**src/tcc_pkg.sv**
```systemverilog
// constants, register map, mode and interrupt source types for the timer/capture block
// assumes an 8-bit register port and one 50 MHz system clock
package tcc_pkg;

  // ----------------------------------------
  // register indices
  // ----------------------------------------
  localparam logic [3:0] REG_CNT_HI   = 4'h0;
  localparam logic [3:0] REG_CNT_LO   = 4'h1;
  localparam logic [3:0] REG_RLD_HI   = 4'h2;
  localparam logic [3:0] REG_RLD_LO   = 4'h3;
  localparam logic [3:0] REG_CAP_HI   = 4'h4;
  localparam logic [3:0] REG_CAP_LO   = 4'h5;
  localparam logic [3:0] REG_CTL      = 4'h6;
  localparam logic [3:0] REG_CTL2     = 4'h7;

  // ----------------------------------------
  // main control fields
  // ----------------------------------------
  localparam int CTL_EN_BIT   = 7;
  localparam int CTL_POL_BIT  = 6;
  localparam int CTL_PRE_LSB  = 3;
  localparam int CTL_MODE_LSB = 0;

  // ----------------------------------------
  // second control fields
  // ----------------------------------------
  localparam int CTL2_MHI_BIT  = 7;
  localparam int CTL2_ISRC_LSB = 5;
  localparam int CTL2_FLAG_BIT = 4;
  localparam int CTL2_OEN_BIT  = 0;

  // ----------------------------------------
  // values
  // ----------------------------------------
  localparam logic [15:0] CNT_RESTART = 16'h0001;
  localparam logic [15:0] CNT_RST     = 16'h0000;
  localparam logic [15:0] RLD_RST     = 16'hffff;
  localparam logic [7:0]  RD_ZERO     = 8'h00;

  // ----------------------------------------
  // modes, {mode_high_bit, mode}
  // ----------------------------------------
  typedef enum logic [3:0] {
    MODE_CONTINUOUS = 4'b0001,
    MODE_CAPTURE    = 4'b0100,
    MODE_CMP_COUNT  = 4'b0110,
    MODE_CAP_RESTART = 4'b1000
  } tcc_mode_t;

  // interrupt_source_select codes
  typedef enum logic [1:0] {
    ISRC_BOTH    = 2'b00,
    ISRC_BOTH_B  = 2'b01,
    ISRC_CAPTURE = 2'b10,
    ISRC_RELOAD  = 2'b11
  } tcc_isrc_t;

endpackage : tcc_pkg

```
**src/tcc_edge.sv**
```systemverilog
// two-stage synchroniser with rising and falling edge pulses
// assumes an asynchronous input and one system clock
`timescale 1ns/1ns
`default_nettype none
module tcc_edge
  import tcc_pkg::*;
(
  // clock and reset
  input  wire logic clk_i,
  input  wire logic rst_b_i,
  // pin side
  input  wire logic sig_i,
  // edge pulses
  output logic      rise_o,
  output logic      fall_o
);

  typedef struct packed {
    logic s1;
    logic s2;
    logic prev;
  } tcc_edge_st_t;

  tcc_edge_st_t q;
  tcc_edge_st_t next_q;

  // first stage feeds only the second
  always_comb begin
    next_q      = q;
    next_q.s1   = sig_i;
    next_q.s2   = q.s1;
    next_q.prev = q.s2;
  end

  always_ff @(posedge clk_i) begin
    if (!rst_b_i) begin
      q <= '0;
    end else begin
      q <= next_q;
    end
  end

  assign rise_o = q.s2 & ~q.prev;
  assign fall_o = ~q.s2 & q.prev;

endmodule : tcc_edge
`default_nettype wire

```
**src/tcc_prescale.sv**
```systemverilog
// power-of-two prescaler giving a one-cycle enable pulse
// assumes run_i low while the timer is disabled
`timescale 1ns/1ns
`default_nettype none
module tcc_prescale
  import tcc_pkg::*;
#(
  parameter int W = 7
) (
  // clock and reset
  input  wire logic         clk_i,
  input  wire logic         rst_b_i,
  // control
  input  wire logic         run_i,
  input  wire logic [2:0]   shift_i,
  // tick
  output logic              tick_o
);

  typedef struct packed {
    logic [W-1:0] cnt;
  } tcc_pre_st_t;

  tcc_pre_st_t  q;
  tcc_pre_st_t  next_q;
  logic [W-1:0] mask;

  assign mask   = W'((1 << shift_i) - 1);
  assign tick_o = run_i && ((q.cnt & mask) == mask);

  // restart from zero when stopped so the first pass is full length
  always_comb begin
    next_q = q;
    if (!run_i) begin
      next_q.cnt = '0;
    end else begin
      next_q.cnt = W'(q.cnt + 1'b1);
    end
  end

  always_ff @(posedge clk_i) begin
    if (!rst_b_i) begin
      q <= '0;
    end else begin
      q <= next_q;
    end
  end

endmodule : tcc_prescale
`default_nettype wire

```
**src/tcc_timer.sv**
```systemverilog
// 16-bit timer: comparator counter, capture and capture restart
// assumes an 8-bit register port with read data one cycle later
//
// Our own choices: the strobed register port and the register addresses.
`timescale 1ns/1ns
`default_nettype none
module tcc_timer
  import tcc_pkg::*;
#(
  parameter int PRE_W = 7
) (
  // clock and reset
  input  wire logic       clk_i,
  input  wire logic       rst_b_i,
  // register port
  input  wire logic [3:0] addr_i,
  input  wire logic [7:0] wdata_i,
  input  wire logic       wr_i,
  input  wire logic       rd_i,
  output logic      [7:0] rdata_o,
  // comparator and timer pins
  input  wire logic       comp_i,
  input  wire logic       tin_i,
  output logic            tout_o,
  output logic            tout_en_o,
  // interrupt request
  output logic            irq_o
);

  // ----------------------------------------
  // state
  // ----------------------------------------
  typedef struct packed {
    logic [15:0] count;
    logic [15:0] reload;
    logic [15:0] capture;
    logic        en;
    logic        pol;
    logic [2:0]  presc;
    logic [2:0]  mode;
    logic        mode_hi;
    logic [1:0]  isrc;
    logic        flag;
    logic        oen;
    logic        tout;
    logic [7:0]  rdata;
    logic        irq;
  } tcc_st_t;

  tcc_st_t q;
  tcc_st_t next_q;

  // ----------------------------------------
  // helpers
  // ----------------------------------------
  function automatic logic sel_edge(input logic pol, input logic r, input logic f);
    return pol ? f : r;
  endfunction : sel_edge

  function automatic logic [7:0] hi_b(input logic [15:0] v);
    return v[15:8];
  endfunction : hi_b

  logic      cmp_rise;
  logic      cmp_fall;
  logic      pin_rise;
  logic      pin_fall;
  logic      tick;
  tcc_mode_t fmode;
  logic      is_cc;
  logic      is_cap;
  logic      is_rst;
  logic      step;
  logic      cap_evt;
  logic      at_reload;
  logic      cap_irq;
  logic      rl_irq;
  logic      wr_cnt;

  tcc_edge u_cmp_edge (
    .clk_i   (clk_i),
    .rst_b_i (rst_b_i),
    .sig_i   (comp_i),
    .rise_o  (cmp_rise),
    .fall_o  (cmp_fall)
  );

  tcc_edge u_pin_edge (
    .clk_i   (clk_i),
    .rst_b_i (rst_b_i),
    .sig_i   (tin_i),
    .rise_o  (pin_rise),
    .fall_o  (pin_fall)
  );

  tcc_prescale #(
    .W (PRE_W)
  ) u_pre (
    .clk_i   (clk_i),
    .rst_b_i (rst_b_i),
    .run_i   (q.en),
    .shift_i (q.presc),
    .tick_o  (tick)
  );

  // ----------------------------------------
  // event decode
  // ----------------------------------------
  assign fmode  = tcc_mode_t'({q.mode_hi, q.mode});
  assign is_cc  = (fmode == MODE_CMP_COUNT);
  assign is_cap = (fmode == MODE_CAPTURE);
  assign is_rst = (fmode == MODE_CAP_RESTART);
  // comparator mode counts edges, others count prescaled clock
  assign step      = q.en && (is_cc ? sel_edge(q.pol, cmp_rise, cmp_fall) : tick);
  assign cap_evt   = q.en && (is_cap || is_rst)
                     && sel_edge(q.pol, pin_rise, pin_fall);
  assign at_reload = step && (q.count == q.reload);
  // only plain capture mode may mask the capture interrupt; restart always raises it
  assign cap_irq   = cap_evt && !(is_cap && q.isrc == ISRC_RELOAD);
  // a restart capture in the same cycle supersedes the reload
  assign rl_irq    = at_reload && !(cap_evt && is_rst)
                     && !(is_cap && q.isrc == ISRC_CAPTURE);
  assign wr_cnt    = wr_i && (addr_i == REG_CNT_HI || addr_i == REG_CNT_LO);

  // ----------------------------------------
  // next state
  // ----------------------------------------
  always_comb begin
    next_q       = q;
    next_q.irq   = 1'b0;
    next_q.rdata = RD_ZERO;
    // initial output level follows edge select while stopped
    if (!q.en) begin
      next_q.tout = q.pol;
    end
    if (step) begin
      next_q.count = 16'(q.count + 1'b1);
    end
    if (at_reload) begin
      next_q.count = CNT_RESTART;
      if (q.oen) begin
        next_q.tout = ~q.tout;
      end
      if (is_cap || is_rst) begin
        next_q.flag = 1'b0;
      end
    end
    // capture set wins over a reload clear
    if (cap_evt) begin
      next_q.capture = q.count;
      next_q.flag    = 1'b1;
      if (is_rst) begin
        next_q.count = CNT_RESTART;
      end
    end
    next_q.irq = cap_irq || rl_irq;
    // bus writes take priority over counting
    if (wr_i) begin
      case (addr_i)
        REG_CNT_HI: begin
          next_q.count[15:8] = wdata_i;
        end
        REG_CNT_LO: begin
          next_q.count[7:0] = wdata_i;
        end
        REG_RLD_HI: begin
          next_q.reload[15:8] = wdata_i;
        end
        REG_RLD_LO: begin
          next_q.reload[7:0] = wdata_i;
        end
        REG_CTL: begin
          next_q.en    = wdata_i[CTL_EN_BIT];
          next_q.pol   = wdata_i[CTL_POL_BIT];
          next_q.presc = wdata_i[CTL_PRE_LSB +: 3];
          next_q.mode  = wdata_i[CTL_MODE_LSB +: 3];
        end
        REG_CTL2: begin
          next_q.mode_hi = wdata_i[CTL2_MHI_BIT];
          next_q.isrc    = wdata_i[CTL2_ISRC_LSB +: 2];
          next_q.oen     = wdata_i[CTL2_OEN_BIT];
        end
        default: begin
        end
      endcase
    end
    if (rd_i) begin
      case (addr_i)
        REG_CNT_HI: next_q.rdata = hi_b(q.count);
        REG_CNT_LO: next_q.rdata = q.count[7:0];
        REG_RLD_HI: next_q.rdata = hi_b(q.reload);
        REG_RLD_LO: next_q.rdata = q.reload[7:0];
        REG_CAP_HI: next_q.rdata = hi_b(q.capture);
        REG_CAP_LO: next_q.rdata = q.capture[7:0];
        REG_CTL: begin
          next_q.rdata[CTL_EN_BIT]          = q.en;
          next_q.rdata[CTL_POL_BIT]         = q.pol;
          next_q.rdata[CTL_PRE_LSB +: 3]    = q.presc;
          next_q.rdata[CTL_MODE_LSB +: 3]   = q.mode;
        end
        REG_CTL2: begin
          next_q.rdata[CTL2_MHI_BIT]        = q.mode_hi;
          next_q.rdata[CTL2_ISRC_LSB +: 2]  = q.isrc;
          next_q.rdata[CTL2_FLAG_BIT]       = q.flag;
          next_q.rdata[CTL2_OEN_BIT]        = q.oen;
        end
        default: next_q.rdata = RD_ZERO;
      endcase
    end
  end

  always_ff @(posedge clk_i) begin
    if (!rst_b_i) begin
      q        <= '0;
      q.count  <= CNT_RST;
      q.reload <= RLD_RST;
    end else begin
      q <= next_q;
    end
  end

  // ----------------------------------------
  // outputs
  // ----------------------------------------
  assign rdata_o   = q.rdata;
  assign tout_o    = q.tout;
  assign tout_en_o = q.oen;
  assign irq_o     = q.irq;

  // ----------------------------------------
  // assertions
  // ----------------------------------------
  property p_cc_reload;
    @(posedge clk_i) disable iff (!rst_b_i)
    (is_cc && at_reload && !wr_i) |=> (q.count == CNT_RESTART) && irq_o;
  endproperty
  a_cc_reload: assert property (p_cc_reload) else $error("no restart at reload");

  property p_tout_toggle;
    @(posedge clk_i) disable iff (!rst_b_i)
    (at_reload && q.oen && q.en) |=> (tout_o != $past(tout_o));
  endproperty
  a_tout_toggle: assert property (p_tout_toggle) else $error("output did not toggle");

  property p_init_level;
    @(posedge clk_i) disable iff (!rst_b_i)
    (!q.en) |=> (tout_o == $past(q.pol));
  endproperty
  a_init_level: assert property (p_init_level) else $error("wrong initial level");

  property p_cc_inc;
    @(posedge clk_i) disable iff (!rst_b_i)
    (step && is_cc && !at_reload && !wr_cnt) |=> (q.count == 16'($past(q.count) + 1'b1));
  endproperty
  a_cc_inc: assert property (p_cc_inc) else $error("count step not one");

  property p_cap_copy;
    @(posedge clk_i) disable iff (!rst_b_i)
    cap_evt |=> (q.capture == $past(q.count));
  endproperty
  a_cap_copy: assert property (p_cap_copy) else $error("capture value wrong");

  property p_rst_restart;
    @(posedge clk_i) disable iff (!rst_b_i)
    (cap_evt && is_rst && !wr_cnt) |=> (q.count == CNT_RESTART) && irq_o;
  endproperty
  a_rst_restart: assert property (p_rst_restart) else $error("no restart on capture");

  property p_flag_set;
    @(posedge clk_i) disable iff (!rst_b_i)
    cap_evt |=> q.flag;
  endproperty
  a_flag_set: assert property (p_flag_set) else $error("flag not set");

  property p_flag_clr;
    @(posedge clk_i) disable iff (!rst_b_i)
    (at_reload && is_rst && !cap_evt) |=> !q.flag && irq_o;
  endproperty
  a_flag_clr: assert property (p_flag_clr) else $error("flag not cleared");

  property p_frozen;
    @(posedge clk_i) disable iff (!rst_b_i)
    (!q.en && !wr_cnt) |=> $stable(q.count);
  endproperty
  a_frozen: assert property (p_frozen) else $error("count moved while off");

  property p_src_reload_only;
    @(posedge clk_i) disable iff (!rst_b_i)
    (is_cap && q.isrc == ISRC_RELOAD && cap_evt && !at_reload) |=> !irq_o;
  endproperty
  a_src_reload_only: assert property (p_src_reload_only) else $error("capture irq not masked");

  property p_src_capture_only;
    @(posedge clk_i) disable iff (!rst_b_i)
    (is_cap && q.isrc == ISRC_CAPTURE && at_reload && !cap_evt) |=> !irq_o;
  endproperty
  a_src_capture_only: assert property (p_src_capture_only) else $error("reload irq not masked");

  property p_rst_reload;
    @(posedge clk_i) disable iff (!rst_b_i)
    (at_reload && is_rst && !cap_evt && !wr_cnt) |=> (q.count == CNT_RESTART);
  endproperty
  a_rst_reload: assert property (p_rst_reload) else $error("no restart at reload value");

  property p_presc_hold;
    @(posedge clk_i) disable iff (!rst_b_i)
    (is_cap && !tick && !wr_cnt) |=> $stable(q.count);
  endproperty
  a_presc_hold: assert property (p_presc_hold) else $error("count moved between ticks");

  property p_rdata_idle;
    @(posedge clk_i) disable iff (!rst_b_i)
    !rd_i |=> (rdata_o == RD_ZERO);
  endproperty
  a_rdata_idle: assert property (p_rdata_idle) else $error("read data not cleared");

  c_cc_reload: cover property (@(posedge clk_i) disable iff (!rst_b_i) is_cc && at_reload);
  c_rst_cap:   cover property (@(posedge clk_i) disable iff (!rst_b_i) is_rst && cap_evt);
  c_rst_rld:   cover property (@(posedge clk_i) disable iff (!rst_b_i) is_rst && at_reload);
  c_rst_fall:  cover property (@(posedge clk_i) disable iff (!rst_b_i) is_rst && cap_evt && q.pol);

endmodule : tcc_timer
`default_nettype wire

```
**config.mk**
```make
export PLATFORM = sky130hd
export DESIGN_NAME = tcc_timer
export DESIGN_NICKNAME = d
export VERILOG_FILES = /design/src/tcc_pkg.sv /design/src/tcc_edge.sv /design/src/tcc_prescale.sv /design/src/tcc_timer.sv
export SDC_FILE = /design/constraint.sdc
export NUM_CORES = 1
export LEC_CHECK = 0
export BUFFER_PORTS_ARGS = -buffer_cell sky130_fd_sc_hd__buf_2
export CAP_MARGIN = 20
export CORE_ASPECT_RATIO = 1.1
export CORE_MARGIN = 4
export CORE_UTILIZATION = 40
export CTS_BUF_LIST = sky130_fd_sc_hd__clkbuf_16
export DETAILED_ROUTE_END_ITERATION = 8
export PLACE_DENSITY_LB_ADDON = 0.12
export SETUP_SLACK_MARGIN = 0.3
export SLEW_MARGIN = 10
export SYNTH_ARGS = -nofsm -noshare
export SYNTH_HDL_FRONTEND = slang
export SYNTH_SLANG_ARGS = --single-unit
export TNS_END_PERCENT = 10
```
**constraint.sdc**
```tcl
create_clock -name clk_i -period 5.4 [get_ports clk_i]
set_input_delay 0.54 -clock clk_i [delete_from_list [all_inputs] [get_ports clk_i]]
set_output_delay 0.54 -clock clk_i [all_outputs]
set_load 0.005 [all_outputs]
```
==> results.txt, run 1 <==
----------------------------------------------------
[Synth]
  Most frequent cells after synthesis ... dfxtp_1 (84), nand2_1 (84), mux2i_1 (37), nor2_1 (34)
  Register bit count reported by yosys ... 84
  Post-Syn Area per Cell ... about 8.9 um^2
  Portion of the post-synthesis area used by sequential elements ... 40.3%
  Top flip-flop cell by instance count after synthesis ... dfxtp_1
  Mapped Area ... 4170 um^2
  Number of nets produced by synthesis ... a little under 500
  Area leader, netlist ... dfxtp_1
  Share of async-settable or async-resettable flops after synthesis ... 0%
  Library cells used by synthesis ... 57
  Most area-consuming cells after synthesis ... dfxtp_1 (40%), mux2i_1 (8.9%), nand2_1 (7.6%)
  Synth top area share ... about 40%
  Count of flip-flops with a built-in enable after synthesis ... 0
  Synthesis Warnings ... 0
  Post-Syn Instances ... 468

[Floorplan]
  Overall die height ... about 120 um
  Total core area ... roughly 10,000 um^2
  Std-Cell Rows ... 38
  I/O pin cnt ... 29
  Total Die Area ... between 10,000 and 15,000 um^2
  Initial standard-cell utilization of the core ... about two fifths
  Die boundary width ... around 110 um

[Job]
  Max Cap Violations ... 0

[Detailed routing]
  Antenna-violating nets left ... 0
  Detailed-route vias per instance ... 5.39
  First drt pass iteration count ... 5
  Routed wire length ... approximately 12 mm
  Vias ... between 3,000 and 4,000
  DRC violations left ... 0
  Average wire per standard cell ... 18.7 um
  Detailed router's first-iteration violation count ... approximately 190

[Worst setup path]
  Worst Path Arrival ... approximately 2800 ps
  Required time of the critical path ... 5670 ps
  Worst setup EP type ... flip-flop
  Type of the worst setup path ... reg -> reg
  Crit path launch type ... flip-flop
  Highest net fanout along the worst path ... 16

[Pwr]
  Share of total power in sequential cells ... 48.1%
  Combinational Power Share ... approximately 6.2%
  Switch share ... 23.5%
  Switching power total ... roughly 0.00031 W
  Share of total power in the clock network ... a little under half
  Leakage ... about 1.7 nW
  P per Cell Area ... between 200 and 300 nW/um^2
  Internal ... between 0.001 and 0.0015 W
  Worst vdd ir ... 0.125 mV

[GRT]
  Overall global routing resource usage ... 20.1%
  Total gr overflow ... 0
  Global-route wire length before repair ... around 19 mm
  Antenna violations before repair ... 0
  Pin count of the biggest net entering global routing ... 36
  Vias in the first global route ... roughly 3,300

[STA]
  Crit share post-route ... roughly 47%
  Period minus WS final ... approximately 2500 ps
  Remaining max-slew budget at the tightest pin ... between 30% and 40%
  Max Transition Viols Final ... 0
  Worst Tran Pin Value ... 920 ps
  Achievable frequency ... approximately 400 MHz
  Setup-failing EPs final ... 0
  Final Hold Viols ... 0
  Setup_tns ... 0 ps
  Unrepaired setup endpoints after global routing ... false
  Post-route clock skew ... roughly 6.4 ps

[Placement]
  Routability-driven placement congestion ratio ... approximately 0.93
  Placed cells ... just over 600
  IO Port Bufs ... 28
  Detail Placement HPWL ... between 8 and 9 mm

[Finish]
  Fin nets ... 496
  Ant diodes ... 0
  Fraction of final layout cells sized beyond drive strength 1 ... between 15 and 20%
  Final Non-Filler Cells ... just over 600
  Total area of multi-input combinational cells ... 2290 um^2
  Area Growth Syn to Fin ... 10.7%
  Fill count ... 999
  Register Area ... around 1700 um^2

[Clocking]
  Hold-fix buffer count after cts ... 0
  Sink Count ... 84
  Clock tree root buffer cell ... clkbuf_16
  Clk Latency, worst-skew pair ... approximately 340 ps
  Post-CTS setup buffers ... 0
  Clock tree from TritonCTS ... yes
  Level count of the clock H-tree ... 3
  Post-cts resize count ... 0
  Number of clock buffers inserted by TritonCTS ... 9
  Clock-pin slew on the worst setup and hold paths ... roughly 60 ps
  Maximum clock path buffer count ... 2

[Min path]
  Hold crit path type ... in -> reg

[Outcome]
  Run status ... finished, final reports clean

----------------------------------------------------
==> area by class of cell <==
type / instances / area share [%]
Tap cell: 140 / 3.79
Clock buffer: 9 / 4.88
Timing Repair Buffer: 30 / 3.36
Multi-Input combinational cell: 345 / 49.6
Clock inverter: 7 / 1.46
Sequential cell: 84 / 36.4
Inverter: 6 / 0.488
==> placed cells by master (no fill, tap or decap), types with 11 or more instances in the layout <==
master	instances
nand3_1	17
nor2_1	34
xnor2_1	17
dfxtp_1	84
mux2i_1	37
nand2_1	84
a21oi_1	20
buf_2	28
xor2_1	20
nor4_1	11
==> power groups by stage <==
stage,Clock (W),Sequential [W],Combinational [W]
6_report,0.000605,0.000637,0.0000823
5_1_grt,0.000645,0.000637,0.0000885
4_1_cts,0.000616,0.000637,0.0000825
3_5_place_dp,0,0.000650,0.0000822
3_3_place_gp,0,0.000650,0.0000824
2_1_floorplan,0,0.000646,0.0000557
==> cells by family after synthesis <==
group	after synthesis	synth area share, %
multiplexers	45	12.4
buffers and inverters	39	4.77
AO/OA/AOI/OAI	61	10.2
flip-flops	84	40.3
AND/OR/NAND/NOR	200	24.0
XOR/XNOR	37	7.77
adder cells (fa/ha/maj)	2	0.600
==> final timing paths <==
path,from,end,slack (ps),depth (start not counted)
worst min-delay path,tin_i,u_pin_edge.next_q[1],410,2
worst min register to register,u_pin_edge.next_q[1],u_pin_edge.next_q[0],430,1
worst max-delay path,fmode[3],q[70],2870,5
worst max register to register,fmode[3],q[70],2870,5
==> layer usage <==
layer	up-vias	track usage (%)	wire, um
li1	1642	-	-
met1	1588	26.0	5310
met2	94	32.4	5330
met4	0	10.8	416
met3	24	3.37	548
met5	-	0	0
==> sequential cells by signal, summed over array words and instances, names as in the netlist <==
| name | flops |
|---|---|
| fmode | 4 |
| irq_o | 1 |
| q | 56 |
| rdata_o | 8 |
| tout_en_o | 1 |
| tout_o | 1 |
| u_cmp_edge.next_q | 2 |
| u_cmp_edge.q | 1 |
| u_pin_edge.next_q | 2 |
| u_pin_edge.q | 1 |
| u_pre.q | 7 |
==> per-stage QoR <==
stage          hold WS, ps  instance area [um^2]  setup WS, ps  power, W  utilization (%)
2_1_floorplan          412                  4170          3420  0.000702                -
3_3_place_gp           416                  4330          2860  0.000733             43.1
3_5_place_dp           419                  4330          2800  0.000733             43.1
4_1_cts                399                  4620          2880   0.00133             46.0
5_1_grt                409                  4620          2680   0.00137             46.0
6_report               408                  4620          2870   0.00132             46.0
==> critical path, stage by stage (launching register included) <==
cell and delay [ps]:
dfxtp_1 380, nand4bb_4 260, o31ai_4 770, nor3_4 140, or4_1 680, o21ai_2 210
Note: power is estimated with default switching activity, not from simulation.
==> run 2: changes to the inputs <==
Settings changed: ABC_AREA set to 1.
Clock period 5.4 ns to 2.5 ns, I/O delays scaled along.
==> run 2 against run 1 <==
Against the previous run:
- worst hold slack lost 320 ps
- final cell count up 31%
- clock power is 120% higher
- power up 120%
- critical path type unchanged
- largest power group unchanged
==> results.txt, run 2 <==
----------------------------------------------------
[Outcome]
  Run status ... finished, final reports clean

[Clocking]
  Sink Count ... 84 (unchanged)
  Clock tree root buffer cell ... clkbuf_16
  Post-cts resize count ... 0 (unchanged)
  Clk Latency, worst-skew pair ... 350 ps (about the same)
  Clock-pin slew on the worst setup and hold paths ... 70 ps (about the same)
  Number of clock buffers inserted by TritonCTS ... 9 (unchanged)
  Level count of the clock H-tree ... 3 (unchanged)
  Hold-fix buffer count after cts ... 0 (unchanged)
  Maximum clock path buffer count ... 2 (unchanged)
  Post-CTS setup buffers ... 0 (unchanged)
  Clock tree from TritonCTS ... yes

[Detailed routing]
  Antenna-violating nets left ... 0 (unchanged)
  Detailed-route vias per instance ... 5.28 (-2.1%)
  Average wire per standard cell ... 16.8 um (-10%)
  Vias ... 4,280 (+28%)
  Detailed router's first-iteration violation count ... 347 (+79%)
  DRC violations left ... 0 (unchanged)
  First drt pass iteration count ... 5 (unchanged)
  Routed wire length ... 13.6 mm (+17%)

[Synth]
  Synth top area share ... 38.3% (-2.0 points)
  Compound-Gate Fraction of Synth Area ... 16.9% (+6.7 points)
  Post-Syn Area per Cell ... 6.77 um^2 (-24%)
  Share of async-settable or async-resettable flops after synthesis ... 0% (unchanged)
  Library cells used by synthesis ... 37 (-35%)
  Main combinational cell family by area after synthesis ... simple AND/OR/NAND/NOR gates
  Post-synthesis adder-cell area fraction ... 0.570% (-0.029 points)
  Most area-consuming cells after synthesis ... dfxtp_1 (38%), nand2_1 (12%), nor2_1 (9.0%)
  Register bit count reported by yosys ... 84 (unchanged)
  Portion of the post-synthesis area used by sequential elements ... 38.3% (-2.0 points)
  Count of flip-flops with a built-in enable after synthesis ... 0 (unchanged)
  Multiplexer share of the synthesized area ... 0% (-12 points)
  Fraction of synthesized cell area in xor and xnor cells ... 3.59% (-4.2 points)
  Synthesis Warnings ... 0 (unchanged)
  Simple-gate area share of the yosys netlist ... 29.2% (+5.2 points)
  Post-Syn Instances ... 648 (+38%)
  Mapped Area ... 4390 um^2 (+5.2%)
  Area leader, netlist ... dfxtp_1
  Top flip-flop cell by instance count after synthesis ... dfxtp_1
  Library cell with the highest instance count after synthesis ... nand2_1
  Number of nets produced by synthesis ... 668 (+37%)
  Most frequent cells after synthesis ... nand2_1 (138), nor2_1 (105), dfxtp_1 (84), inv_1 (83), a21oi_1 (44)

[Floorplan]
  Total Die Area ... 12,700 um^2 (+4.8%)
  Initial standard-cell utilization of the core ... 41.6% (about the same)
  Overall die height ... 118 um (+2.4%)
  Die boundary width ... 108 um (+2.4%)
  Std-Cell Rows ... 39 (+2.6%)
  I/O pin cnt ... 29 (unchanged)
  Total core area ... 10,500 um^2 (+5.1%)

[Placement]
  Detail Placement HPWL ... 10.0 mm (+21%)
  Post-Place Setup Slack ... 588 ps (-2220 ps)
  IO Port Bufs ... 28 (unchanged)
  Routability-driven placement congestion ratio ... 0.916 (-2.0%)

[Worst setup path]
  Highest net fanout along the worst path ... 8 (-8)
  Worst setup EP type ... flip-flop
  Crit path launch type ... flip-flop
  Worst Path Arrival ... 2100 ps (-700 ps)
  Reg-to-reg slack, setup ... 600 ps (-2270 ps)
  Type of the worst setup path ... reg -> reg
  Required time of the critical path ... 2700 ps (-2970 ps)

[STA]
  Period minus WS final ... 1900 ps (-630 ps)
  Final Hold Viols ... 0 (unchanged)
  Post-route clock skew ... 8.09 ps (+1.65 ps)
  Achievable frequency ... 527 MHz (+33%)
  Unrepaired setup endpoints after global routing ... false
  Crit share post-route ... 75.8% (+29 points)
  Remaining max-slew budget at the tightest pin ... 48.6% (+10 points)
  Setup-failing EPs final ... 0 (unchanged)
  Worst Tran Pin Value ... 770 ps (-150 ps)
  Least setup slack across all paths after layout ... 604 ps (-2270 ps)
  Setup_tns ... 0 ps (unchanged)
  Max Transition Viols Final ... 0 (unchanged)

[Finish]
  Ant diodes ... 0 (unchanged)
  Final core occ ... 46.1% (+0.11 points)
  Fin nets ... 683 (+38%)
  Area Growth Syn to Fin ... 10.9%
  Max reg flops ... 56 (unchanged)
  Register with the most flip-flops ... q
  Register Area ... 1680 um^2 (unchanged)
  Fill count ... 1,114 (+12%)
  Total area of multi-input combinational cells ... 2200 um^2 (-3.8%)
  Most frequent cells in the layout ... nand2_1 (138), nor2_1 (105), dfxtp_1 (84), inv_1 (83), a21oi_1 (44)
  Most common library cell in the layout ignoring fill and taps ... nand2_1
  Fraction of final layout cells sized beyond drive strength 1 ... 9.88% (-5.7 points)

[GRT]
  Vias in the first global route ... 4,011 (+21%)
  Pin count of the biggest net entering global routing ... 35 (-2.8%)
  Overall global routing resource usage ... 22.0% (+1.8 points)
  Global-route wire length before repair ... 21.7 mm (+15%)
  Total gr overflow ... 0 (unchanged)
  Antenna violations before repair ... 0 (unchanged)

[Min path]
  Hold crit path type ... in -> reg

[Pwr]
  Leakage ... 2.07 nW (+25%)
  Final total power ... 0.00296 W (+120%)
  Worst vdd ir ... 0.251 mV (+100%)
  P per Cell Area ... 609 nW/um^2 (+110%)

[Job]
  Max Cap Violations ... 0 (unchanged)

----------------------------------------------------
## run 2: cell count changes in the layout (fill, tap and decap cells not counted), sizes merged, moves of 10 or more
cell    change
xor2       -12
nor2       +74
nor4       -10
nand2      +56
o21ai      +31
mux2i      -37
nand3      +11
inv        +84
a21oi      +24
o211ai     +11
## run 2: metal layers
metal	up-vias	global-route usage, %	wire length (um)
met5	-	0	0
met3	26	3.35	903
met1	1971	29.9	6150
met2	165	34.4	6190
li1	2118	-	-
met4	0	9.16	388
## run 2: cell families (layout without fill, tap and decap cells)
logic type,Yosys count,in the layout
AOI/OAI and AO/OA,131,131
and+or+nand+nor,296,296
DFF,84,84
buffers and inverters,117,137
adders and majority gates,2,2
xor gates and xnor gates,18,18
## run 2: final timing paths
path,start,to,cells after the start
worst max-delay path,q[61],q[60],10
worst min-delay path,comp_i,u_cmp_edge.next_q[1],3
worst max register to register,q[61],q[60],10
worst min register to register,u_cmp_edge.next_q[1],u_cmp_edge.next_q[0],2
## run 2: report_power, final
group / total [W] / internal, W / switching (W) / leakage (nW)
clock network: 0.00134 / 0.000769 / 0.000567 / 0.137
registers: 0.00140 / 0.00136 / 0.0000353 / 0.680
logic: 0.000224 / 0.0000720 / 0.000152 / 1.25
## run 2: area by class of cell
cell class              instances  area share [%]
well taps                     143            3.68
clock buffers                   9            4.63
clock inverters                 7            1.36
inverters                      88            6.79
multi-input cells             447            45.3
repair buffers                 33            3.65
flip-flops and latches         84            34.6
## run 2: worst max-delay path, cell delays in order, from the launching register on
cell	delay [ps]
dfxtp_1	600
xnor2_1	170
nand2_1	90
nor2_1	100
nand2_1	50
nor2_1	140
nand3_2	210
nand3_4	170
nor2_1	60
nor2_1	120
nor2_1	50
## run 2: stage by stage
stage	instance area [um^2]	hold slack [ps]	cells
after floorplan	4390	348	648
final	4860	85.7	811
after global placement	4570	392	795
after CTS	4860	79.0	811
after detailed placement	4570	406	795
after global routing	4860	104	811
